File: config.mk
export PLATFORM = sky130hd
export DESIGN_NAME = ncr_node_bank
export DESIGN_NICKNAME = d
export VERILOG_FILES = /design/src/hdl/ncr_pkg.sv /design/src/hdl/ncr_resp_seq.sv /design/src/hdl/ncr_node_bank.sv
export SDC_FILE = /design/constraint.sdc
export NUM_CORES = 1
export LEC_CHECK = 0
export BUFFER_PORTS_ARGS = -buffer_cell sky130_fd_sc_hd__buf_2
export CORE_AREA = 3 3 163 165
export CTS_BUF_LIST = sky130_fd_sc_hd__clkbuf_2
export DETAILED_ROUTE_END_ITERATION = 12
export DIE_AREA = 0 0 166 168
export GPL_TIMING_DRIVEN = 0
export PLACE_DENSITY = 0.87
export SETUP_SLACK_MARGIN = 0.05
export SYNTH_ARGS = -nofsm -noshare
export SYNTH_HDL_FRONTEND = slang
export SYNTH_SLANG_ARGS = --single-unit
File: constraint.sdc
create_clock -name clk -period 20.5 [get_ports clk]
set_input_delay 4.1 -clock clk [delete_from_list [all_inputs] [get_ports clk]]
set_output_delay 4.1 -clock clk [all_outputs]
set_load 0.02 [all_outputs]
File: src/hdl/ncr_pkg.sv
// Package: register numbers, field layouts, reset values, tokens, message types and states for the node bank
package ncr_pkg;

   // Register numbers carried in configuration messages
   localparam logic [7:0] NCR_REG_DEVICE_ID = 8'h00;
   localparam logic [7:0] NCR_REG_SWITCH_DESC = 8'h01;
   localparam logic [7:0] NCR_REG_SWITCH_CFG = 8'h04;
   localparam logic [7:0] NCR_REG_NODE_ID = 8'h05;
   localparam logic [7:0] NCR_REG_PLL = 8'h06;
   localparam logic [7:0] NCR_REG_CLK_DIV = 8'h07;
   localparam logic [7:0] NCR_REG_REF_CLK = 8'h08;
   localparam logic [7:0] NCR_REG_JTAG_ID = 8'h09;
   localparam logic [7:0] NCR_REG_USER_CODE = 8'h0A;
   localparam logic [7:0] NCR_REG_DIR_LO = 8'h0C;
   localparam logic [7:0] NCR_REG_DIR_HI = 8'h0D;
   localparam logic [7:0] NCR_REG_DBG_T0 = 8'h10;
   localparam logic [7:0] NCR_REG_DBG_T1 = 8'h11;
   localparam logic [7:0] NCR_REG_DBG_SRC = 8'h1F;

   // Switch configuration field positions
   localparam int NCR_CFG_WLOCK_BIT = 31;
   localparam int NCR_CFG_PLL_LOCK_BIT = 8;
   localparam int NCR_CFG_HDR_BIT = 0;

   // Identification field positions
   localparam int NCR_ID_BOOT_LSB = 16;
   localparam int NCR_ID_REV_LSB = 8;
   localparam int NCR_ID_VER_LSB = 0;
   localparam int NCR_DESC_LINKS_LSB = 16;
   localparam int NCR_DESC_SWPROC_LSB = 8;
   localparam int NCR_DESC_DEVPROC_LSB = 0;
   localparam int NCR_NODE_ID_W = 16;

   // Reset values
   localparam logic [31:0] NCR_CFG_RST = 32'h0000_0000;
   localparam logic [15:0] NCR_NODE_ID_RST = 16'h0000;
   localparam logic [31:0] NCR_RW_RST = 32'h0000_0000;

   // Response control tokens
   localparam logic [7:0] NCR_TOK_ACK = 8'h03;
   localparam logic [7:0] NCR_TOK_NACK = 8'h04;
   localparam logic [7:0] NCR_TOK_END = 8'h01;

   // Configuration request as delivered by the switch network
   typedef struct packed {
      logic write;
      logic [7:0] regnum;
      logic [31:0] wdata;
   } ncr_req_t;

   // Answer to one request
   typedef struct packed {
      logic ok;
      logic [31:0] rdata;
   } ncr_rsp_t;

   // Response sequencer states
   typedef enum logic [1:0] {
      NCR_ST_IDLE = 2'b00,
      NCR_ST_HEAD = 2'b01,
      NCR_ST_DATA = 2'b10,
      NCR_ST_TAIL = 2'b11
   } ncr_state_t;

endpackage

File: src/hdl/ncr_resp_seq.sv
// Response sequencer: turns one answer into control and data tokens
`timescale 1ns/1ps
`default_nettype none
module ncr_resp_seq
   import ncr_pkg::*;
(
   // Clock and reset
   input wire logic clk,
   input wire logic reset,
   // Answer from the bank
   input wire logic rsp_valid,
   input wire ncr_rsp_t rsp,
   input wire logic rsp_is_read,
   output logic rsp_ready,
   // Token stream toward the requester
   output logic tok_valid,
   output logic tok_ctrl,
   output logic [31:0] tok_data,
   input wire logic tok_ready
);

   ncr_state_t state_r;
   logic ok_r;
   logic read_r;

   // Sequencer only takes an answer while idle
   assign rsp_ready = (state_r == NCR_ST_IDLE);
   assign tok_valid = (state_r != NCR_ST_IDLE);

   // Token walk: head, optional data word, end token
   always_ff @(posedge clk or posedge reset) begin
      if (reset) begin
         state_r <= NCR_ST_IDLE;
         ok_r <= 1'b0;
         read_r <= 1'b0;
         tok_ctrl <= 1'b0;
         tok_data <= 32'h0000_0000;
      end else begin
         case (state_r)
            NCR_ST_IDLE: begin
               if (rsp_valid) begin
                  ok_r <= rsp.ok;
                  read_r <= rsp_is_read;
                  tok_ctrl <= 1'b1;
                  tok_data <= {24'h00_0000, rsp.ok ? NCR_TOK_ACK : NCR_TOK_NACK};
                  state_r <= NCR_ST_HEAD;
               end
            end
            NCR_ST_HEAD: begin
               if (tok_ready) begin
                  if (ok_r && read_r) begin
                     tok_ctrl <= 1'b0;
                     tok_data <= rsp.rdata;
                     state_r <= NCR_ST_DATA;
                  end else begin
                     tok_ctrl <= 1'b1;
                     tok_data <= {24'h00_0000, NCR_TOK_END};
                     state_r <= NCR_ST_TAIL;
                  end
               end
            end
            NCR_ST_DATA: begin
               if (tok_ready) begin
                  tok_ctrl <= 1'b1;
                  tok_data <= {24'h00_0000, NCR_TOK_END};
                  state_r <= NCR_ST_TAIL;
               end
            end
            NCR_ST_TAIL: begin
               if (tok_ready) begin
                  tok_ctrl <= 1'b0;
                  tok_data <= 32'h0000_0000;
                  state_r <= NCR_ST_IDLE;
               end
            end
            default: state_r <= NCR_ST_IDLE;
         endcase
      end
   end

endmodule
`default_nettype wire

File: src/hdl/ncr_node_bank.sv
// Node configuration register bank behind configuration read and write messages
// Notes on behaviour
// - Config bit 8 set refuses writes to the PLL register; resets clear.
// - Config bit 0 picks header size: 0 two-byte, 1 one-byte; resets zero.
// - Node identifier: writable 16 low bits reset zero, upper half reads zero.
// - Boot pins captured on the first edge after reset release, shown read-only in ID bits 23:16.
// - ID bits 15:8 revision, 7:0 version, read-only; top byte reserved.
// - Description holds link count, switch processors and device processors, read-only.
// - Any accepted PLL write updates settings and pulses a tile reset.
// - Requests carry a register number; the bank decodes it, serves mapped numbers and refuses the rest.
// - Read answer: token 3, data, token 1; failure: token 4, token 1.
`timescale 1ns/1ps
`default_nettype none
module ncr_node_bank
   import ncr_pkg::*;
#(
   parameter logic [7:0] SWITCH_REVISION = 8'h01, // Arbitrary value
   parameter logic [7:0] SWITCH_VERSION = 8'h01, // Arbitrary value
   parameter logic [7:0] NUM_LINKS = 8'h08,
   parameter logic [7:0] NUM_SWITCH_PROCS = 8'h02,
   parameter logic [7:0] NUM_DEVICE_PROCS = 8'h02,
   parameter logic [31:0] JTAG_ID_VALUE = 32'h0000_0001, // Arbitrary value
   parameter logic [31:0] USER_CODE_VALUE = 32'h0000_0000
) (
   // Clock and power-on reset
   input wire logic clk,
   input wire logic reset,
   // Boot control pins, level at reset release is kept
   input wire logic [7:0] boot_control_pins,
   // Configuration requests from the switch network
   input wire logic req_valid,
   input wire ncr_req_t req,
   output logic req_ready,
   // Response tokens
   output logic tok_valid,
   output logic tok_ctrl,
   output logic [31:0] tok_data,
   input wire logic tok_ready,
   // Debug source state shown read-only
   input wire logic [31:0] debug_source_in,
   // Configuration outputs
   output logic one_byte_headers,
   output logic [15:0] node_id,
   output logic [31:0] pll_settings,
   output logic [31:0] switch_clock_divider,
   output logic [31:0] reference_clock,
   output logic [31:0] directions_low,
   output logic [31:0] directions_high,
   output logic [31:0] debug_pin_config_tile0,
   output logic [31:0] debug_pin_config_tile1,
   output logic tile_reset
);

   logic [31:0] cfg_r;
   logic [NCR_NODE_ID_W-1:0] node_id_r;
   logic [7:0] boot_r;
   logic boot_taken_r;
   logic [31:0] pll_r, div_r, ref_r, dirl_r, dirh_r, dbg0_r, dbg1_r;
   logic tile_rst_r;
   logic rsp_ready;
   logic take;
   logic wr_en;
   logic hit;
   logic wr_ok;
   logic [31:0] rd_val;
   ncr_rsp_t rsp_nxt;
   ncr_rsp_t rsp_r;
   logic rsp_valid_r;
   logic rsp_read_r;

   // One request in flight; held until the sequencer drains
   assign req_ready = !rsp_valid_r && rsp_ready;
   assign take = req_valid && req_ready;

   // Decode register number and its read value
   always_comb begin
      hit = 1'b1;
      rd_val = 32'h0000_0000;
      case (req.regnum)
         NCR_REG_DEVICE_ID: rd_val = {8'h00, boot_r, SWITCH_REVISION, SWITCH_VERSION};
         NCR_REG_SWITCH_DESC: rd_val = {8'h00, NUM_LINKS, NUM_SWITCH_PROCS,
            NUM_DEVICE_PROCS};
         NCR_REG_SWITCH_CFG: rd_val = cfg_r;
         NCR_REG_NODE_ID: rd_val = {16'h0000, node_id_r};
         NCR_REG_PLL: rd_val = pll_r;
         NCR_REG_CLK_DIV: rd_val = div_r;
         NCR_REG_REF_CLK: rd_val = ref_r;
         NCR_REG_JTAG_ID: rd_val = JTAG_ID_VALUE;
         NCR_REG_USER_CODE: rd_val = USER_CODE_VALUE;
         NCR_REG_DIR_LO: rd_val = dirl_r;
         NCR_REG_DIR_HI: rd_val = dirh_r;
         NCR_REG_DBG_T0: rd_val = dbg0_r;
         NCR_REG_DBG_T1: rd_val = dbg1_r;
         NCR_REG_DBG_SRC: rd_val = debug_source_in;
         default: hit = 1'b0;
      endcase
   end

   // Write permission: lock bit shuts the whole bank, PLL lock only the PLL
   always_comb begin
      wr_ok = hit && !cfg_r[NCR_CFG_WLOCK_BIT];
      if (req.regnum == NCR_REG_PLL && cfg_r[NCR_CFG_PLL_LOCK_BIT]) begin
         wr_ok = 1'b0;
      end
      case (req.regnum)
         NCR_REG_DEVICE_ID, NCR_REG_SWITCH_DESC, NCR_REG_JTAG_ID,
         NCR_REG_USER_CODE, NCR_REG_DBG_SRC: wr_ok = 1'b0;
         default: ;
      endcase
   end

   assign wr_en = take && req.write && wr_ok;

   // Answer: reads succeed on a mapped number, writes when accepted
   always_comb begin
      rsp_nxt.ok = req.write ? wr_ok : hit;
      rsp_nxt.rdata = rd_val;
   end

   // Hold the answer until the sequencer takes it
   always_ff @(posedge clk or posedge reset) begin
      if (reset) begin
         rsp_valid_r <= 1'b0;
         rsp_r <= '0;
         rsp_read_r <= 1'b0;
      end else if (take) begin
         rsp_valid_r <= 1'b1;
         rsp_r <= rsp_nxt;
         rsp_read_r <= !req.write;
      end else if (rsp_ready) begin
         rsp_valid_r <= 1'b0;
      end
   end

   // Switch configuration: only the three defined bits are stored
   always_ff @(posedge clk or posedge reset) begin
      if (reset) begin
         cfg_r <= NCR_CFG_RST;
      end else if (wr_en && req.regnum == NCR_REG_SWITCH_CFG) begin
         cfg_r <= 32'h0000_0000;
         cfg_r[NCR_CFG_WLOCK_BIT] <= req.wdata[NCR_CFG_WLOCK_BIT];
         cfg_r[NCR_CFG_PLL_LOCK_BIT] <= req.wdata[NCR_CFG_PLL_LOCK_BIT];
         cfg_r[NCR_CFG_HDR_BIT] <= req.wdata[NCR_CFG_HDR_BIT];
      end
   end

   // Node identifier keeps its low half only
   always_ff @(posedge clk or posedge reset) begin
      if (reset) begin
         node_id_r <= NCR_NODE_ID_RST;
      end else if (wr_en && req.regnum == NCR_REG_NODE_ID) begin
         node_id_r <= req.wdata[NCR_NODE_ID_W-1:0];
      end
   end

   // Boot pins caught on the first edge after reset release
   always_ff @(posedge clk or posedge reset) begin
      if (reset) begin
         boot_r <= 8'h00;
         boot_taken_r <= 1'b0;
      end else if (!boot_taken_r) begin
         boot_r <= boot_control_pins;
         boot_taken_r <= 1'b1;
      end
   end

   // Full-word registers whose fields are interpreted elsewhere
   always_ff @(posedge clk or posedge reset) begin
      if (reset) begin
         pll_r <= NCR_RW_RST;
         div_r <= NCR_RW_RST;
         ref_r <= NCR_RW_RST;
         dirl_r <= NCR_RW_RST;
         dirh_r <= NCR_RW_RST;
         dbg0_r <= NCR_RW_RST;
         dbg1_r <= NCR_RW_RST;
      end else if (wr_en) begin
         case (req.regnum)
            NCR_REG_PLL: pll_r <= req.wdata;
            NCR_REG_CLK_DIV: div_r <= req.wdata;
            NCR_REG_REF_CLK: ref_r <= req.wdata;
            NCR_REG_DIR_LO: dirl_r <= req.wdata;
            NCR_REG_DIR_HI: dirh_r <= req.wdata;
            NCR_REG_DBG_T0: dbg0_r <= req.wdata;
            NCR_REG_DBG_T1: dbg1_r <= req.wdata;
            default: ;
         endcase
      end
   end

   // Tile reset pulse, one cycle after an accepted PLL write
   always_ff @(posedge clk or posedge reset) begin
      if (reset) begin
         tile_rst_r <= 1'b0;
      end else begin
         tile_rst_r <= wr_en && req.regnum == NCR_REG_PLL;
      end
   end

   // Outputs straight from flops
   assign one_byte_headers = cfg_r[NCR_CFG_HDR_BIT];
   assign node_id = node_id_r;
   assign pll_settings = pll_r;
   assign switch_clock_divider = div_r;
   assign reference_clock = ref_r;
   assign directions_low = dirl_r;
   assign directions_high = dirh_r;
   assign debug_pin_config_tile0 = dbg0_r;
   assign debug_pin_config_tile1 = dbg1_r;
   assign tile_reset = tile_rst_r;

   // Token sequencer for the answers
   ncr_resp_seq u_seq (
      .clk(clk),
      .reset(reset),
      .rsp_valid(rsp_valid_r),
      .rsp(rsp_r),
      .rsp_is_read(rsp_read_r),
      .rsp_ready(rsp_ready),
      .tok_valid(tok_valid),
      .tok_ctrl(tok_ctrl),
      .tok_data(tok_data),
      .tok_ready(tok_ready)
   );

endmodule
`default_nettype wire

==> results.yml <==
placed_design:
  place_ws_ns: 13.40
  place.gp.congestion: 1.01
  placed_cell_area_sq_mm: 0.0173
  dp.cells: 1895
  io_buffers: 360
  dp_hpwl_microns: 40900
logic_synthesis:
  ys_seq_elements: 325
  synthAdderAreaFrac_pct: 0.416
  async_reset_ff_share_pct: 100
  postSynthCellCount: 1202
  synth-edff-count: 0
  synth_xor_area_share_pct: 0
  synth_ff_type: "dfrtp_1"
  synth_fp_nets: 1292
  yosysTopAreaCellShare_pct: 54.1
  syn_area_per_cell_sq_um: 12.5
  yosysSeqAreaShare_pct: 54.1
  synth_area_leaders: "dfrtp_1 54%, mux2_2 17%, mux2_4 3.0%, nand2_1 2.8%, a22oi_1 1.9%"
  ys_types: 66
  synth_mux_area_share_pct: 22.5
  syn-cell-area_sq_mm: 0.0150
  synth_common_cells: "325 x dfrtp_1, 233 x mux2_2, 112 x nand2_1, 53 x o21ai_0, 38 x a22oi_1"
  yosys.area.top_type: "dfrtp_1"
  synthSimpleGateAreaFrac_pct: 9.15
  yosysMostFrequentCell: "dfrtp_1"
  synth_top_family_by_area: "multiplexers"
  ys_warn_count: 0
  synth_compound_area_share_pct: 10.6
clock_network:
  cts-resized-gates: 0
  clk_pin_slew_worst_paths_ns: 0.09
  ctsHtreeMaxLevel: 3
  post_cts_buffers: 0
  root_buffer: "clkbuf_2"
  cts_tree: "yes"
  clk_latency_ns: 0.92
  clockBufferDepth: 3
  cts_made_buffers: 81
  cts_hold_buffers: 0
  clkSinkCount: 325
drt:
  firstDrtPassIters: 6
  wl_per_cell_microns: 28.7
  drc_errors: 0
  drtIter0Drc: 1910
  vias_per_cell: 6.62
  ant_nets: 0
  drt_wl_total_microns: 58200
  vias: 13400
pwr:
  p_per_area_mw_per_mm2: 70.5
  total_power_mw: 1.27
  leakagePower_nw: 9.52
  ir_worst_vdd_mv: 0.0615
sta:
  tns_ns: 0
  layout_min_cycle_time_ns: 6.48
  tightest_slew_ns: 1.52
  min_period_over_period_pct: 31.6
  finalHoldViolations: 0
  max_freq_ghz: 0.154
  setup_viol: 0
  maxSlewViolCount: 10
  hold_slack_ns: 0.479
  max_slew_margin_pct: -2.00
  fin_ws_ns: 14.02
  skew_ns: 0.0887
  rsz0062_at_grt: "false"
worst_setup_path:
  critPathTopFamily: "simple AND/OR/NAND/NOR gates"
  critPathMaxStageDelay_ns: 0.64
  crit_cells: 7
  crit_path_end_kind: "flip-flop"
  crit_arrival_ns: 7.21
  required_ns: 21.23
  crit_type: "in2reg"
  crit_buf_inv: 3
  path_max_fanout: 10
  crit_slowest_cell: "nor3_4"
  crit_top_cell: "buf_2"
  startpoint_type: "input port"
  ff2ff_path_depth: 8
  crit_chain: "buf_2 > clkbuf_1 > nor2b_1 > nand2_1 > nor3_4 > buf_2 > mux2_2"
cells_and_area:
  fin_area_sq_mm: 0.0180
  fill_cells: 1811
  final_cells: 2028
  layout-drive-gt1-share_pct: 47.5
  fin_util_pct: 71.4
  area_delta_synth_final_pct: 19.8
  fin_nets: 1738
global_routing:
  first_global_vias: 13400
  grt_pass1_wl_microns: 84800
  overflow: 0
  grt.total_usage_pct: 40.4
  antenna_found_initial: 6
  grt_max_degree: 128
worst_hold_path:
  hold_path.class: "reg2reg"
  hold_depth: 2
flow_run:
  max_cap_viol_count: 1
floorplan:
  die_x_microns: 166
  io_pins: 362
  core-area_sq_mm: 0.0252
  initial_utilization_pct: 59.7
  die_h_microns: 168
  num_rows: 58
  dieArea_sq_mm: 0.0279
outcome:
  outcome: "complete, but fails checks"
  violations: "capacitance limit, slew limit"
## state kept, by name, summed over array words and instances, names as in the netlist, 32 cells and up
signal / cells
debug_pin_config_tile0: 32
debug_pin_config_tile1: 32
directions_high: 32
directions_low: 32
pll_settings: 32
reference_clock: 32
rsp_r: 33
switch_clock_divider: 32
u_seq.tok_data: 32
## cell type report
cell class                 instances  area [sq um]  area share, %
clock inverter                    16           103          0.570
clock buffer                     110           551           3.06
multi-input combinational        784          6430           35.7
sequential                       325          8130           45.2
timing repair buffer             363          1870           10.4
tap                              330           413           2.30
antenna                            7          17.5         0.0974
inverter                          10          45.0          0.250
buffer                            83           435           2.42
## worst reg2reg max path, stage by stage (launching register included)
cell and delay [ns]:
dfrtp_1 0.43, inv_1 0.13, ha_1 0.23, nand3b_1 0.20, nor3b_1 0.28, nand4_2 0.37, nor3_2 0.65, buf_2 0.49
mux2_2 0.38
## per-layer routing
layer  GRT usage, %  wire, microns  vias up
met5              0              0        -
met4           23.2           4120        0
met3           13.5           7820      308
met2           61.5          25700     1158
met1           51.1          20600     6564
li1               -              -     5397
## kinds of logic after synthesis
family | Yosys count
AO/OA/AOI/OAI | 223
adder cells (fa/ha/maj) | 5
buffers and inverters | 93
flip-flops | 325
multiplexers | 293
other | 1
AND/OR/NAND/NOR | 262
## path summary, 6_finish.rpt
kind,startpoint,end,slack [ns]
min reg2reg,u_seq.tok_data[8],u_seq.tok_data[8],0.48
min,u_seq.tok_data[8],u_seq.tok_data[8],0.48
max in group asynchronous,reset,debug_pin_config_tile0[24],15.99
max,req[35],node_id[9],14.02
min in group asynchronous,reset,rsp_r[31],3.34
max reg2reg,u_seq.state_r[0],pll_settings[9],17.18
## report_power, final
part           internal [mW]  switching [mW]  total, mW
Sequential             0.658          0.0140      0.672
Combinational         0.0506           0.123      0.174
Clock                  0.155           0.267      0.422
Total                  0.864           0.404       1.27
## layout by cell type (no fill, tap or decap), types with 12 or more instances in the layout
cell,count
o21ai_0,53
a21oi_1,19
clkbuf_1,33
nand3_1,22
mux2_4,30
mux2_2,233
nand4_1,12
dfrtp_1,325
clkbuf_2,110
nor3_1,17
a22o_1,21
mux2i_1,22
nand2_1,112
nor2_1,21
o22ai_1,12
buf_2,393
a22oi_1,38
Note: power is estimated with default switching activity, not from simulation.
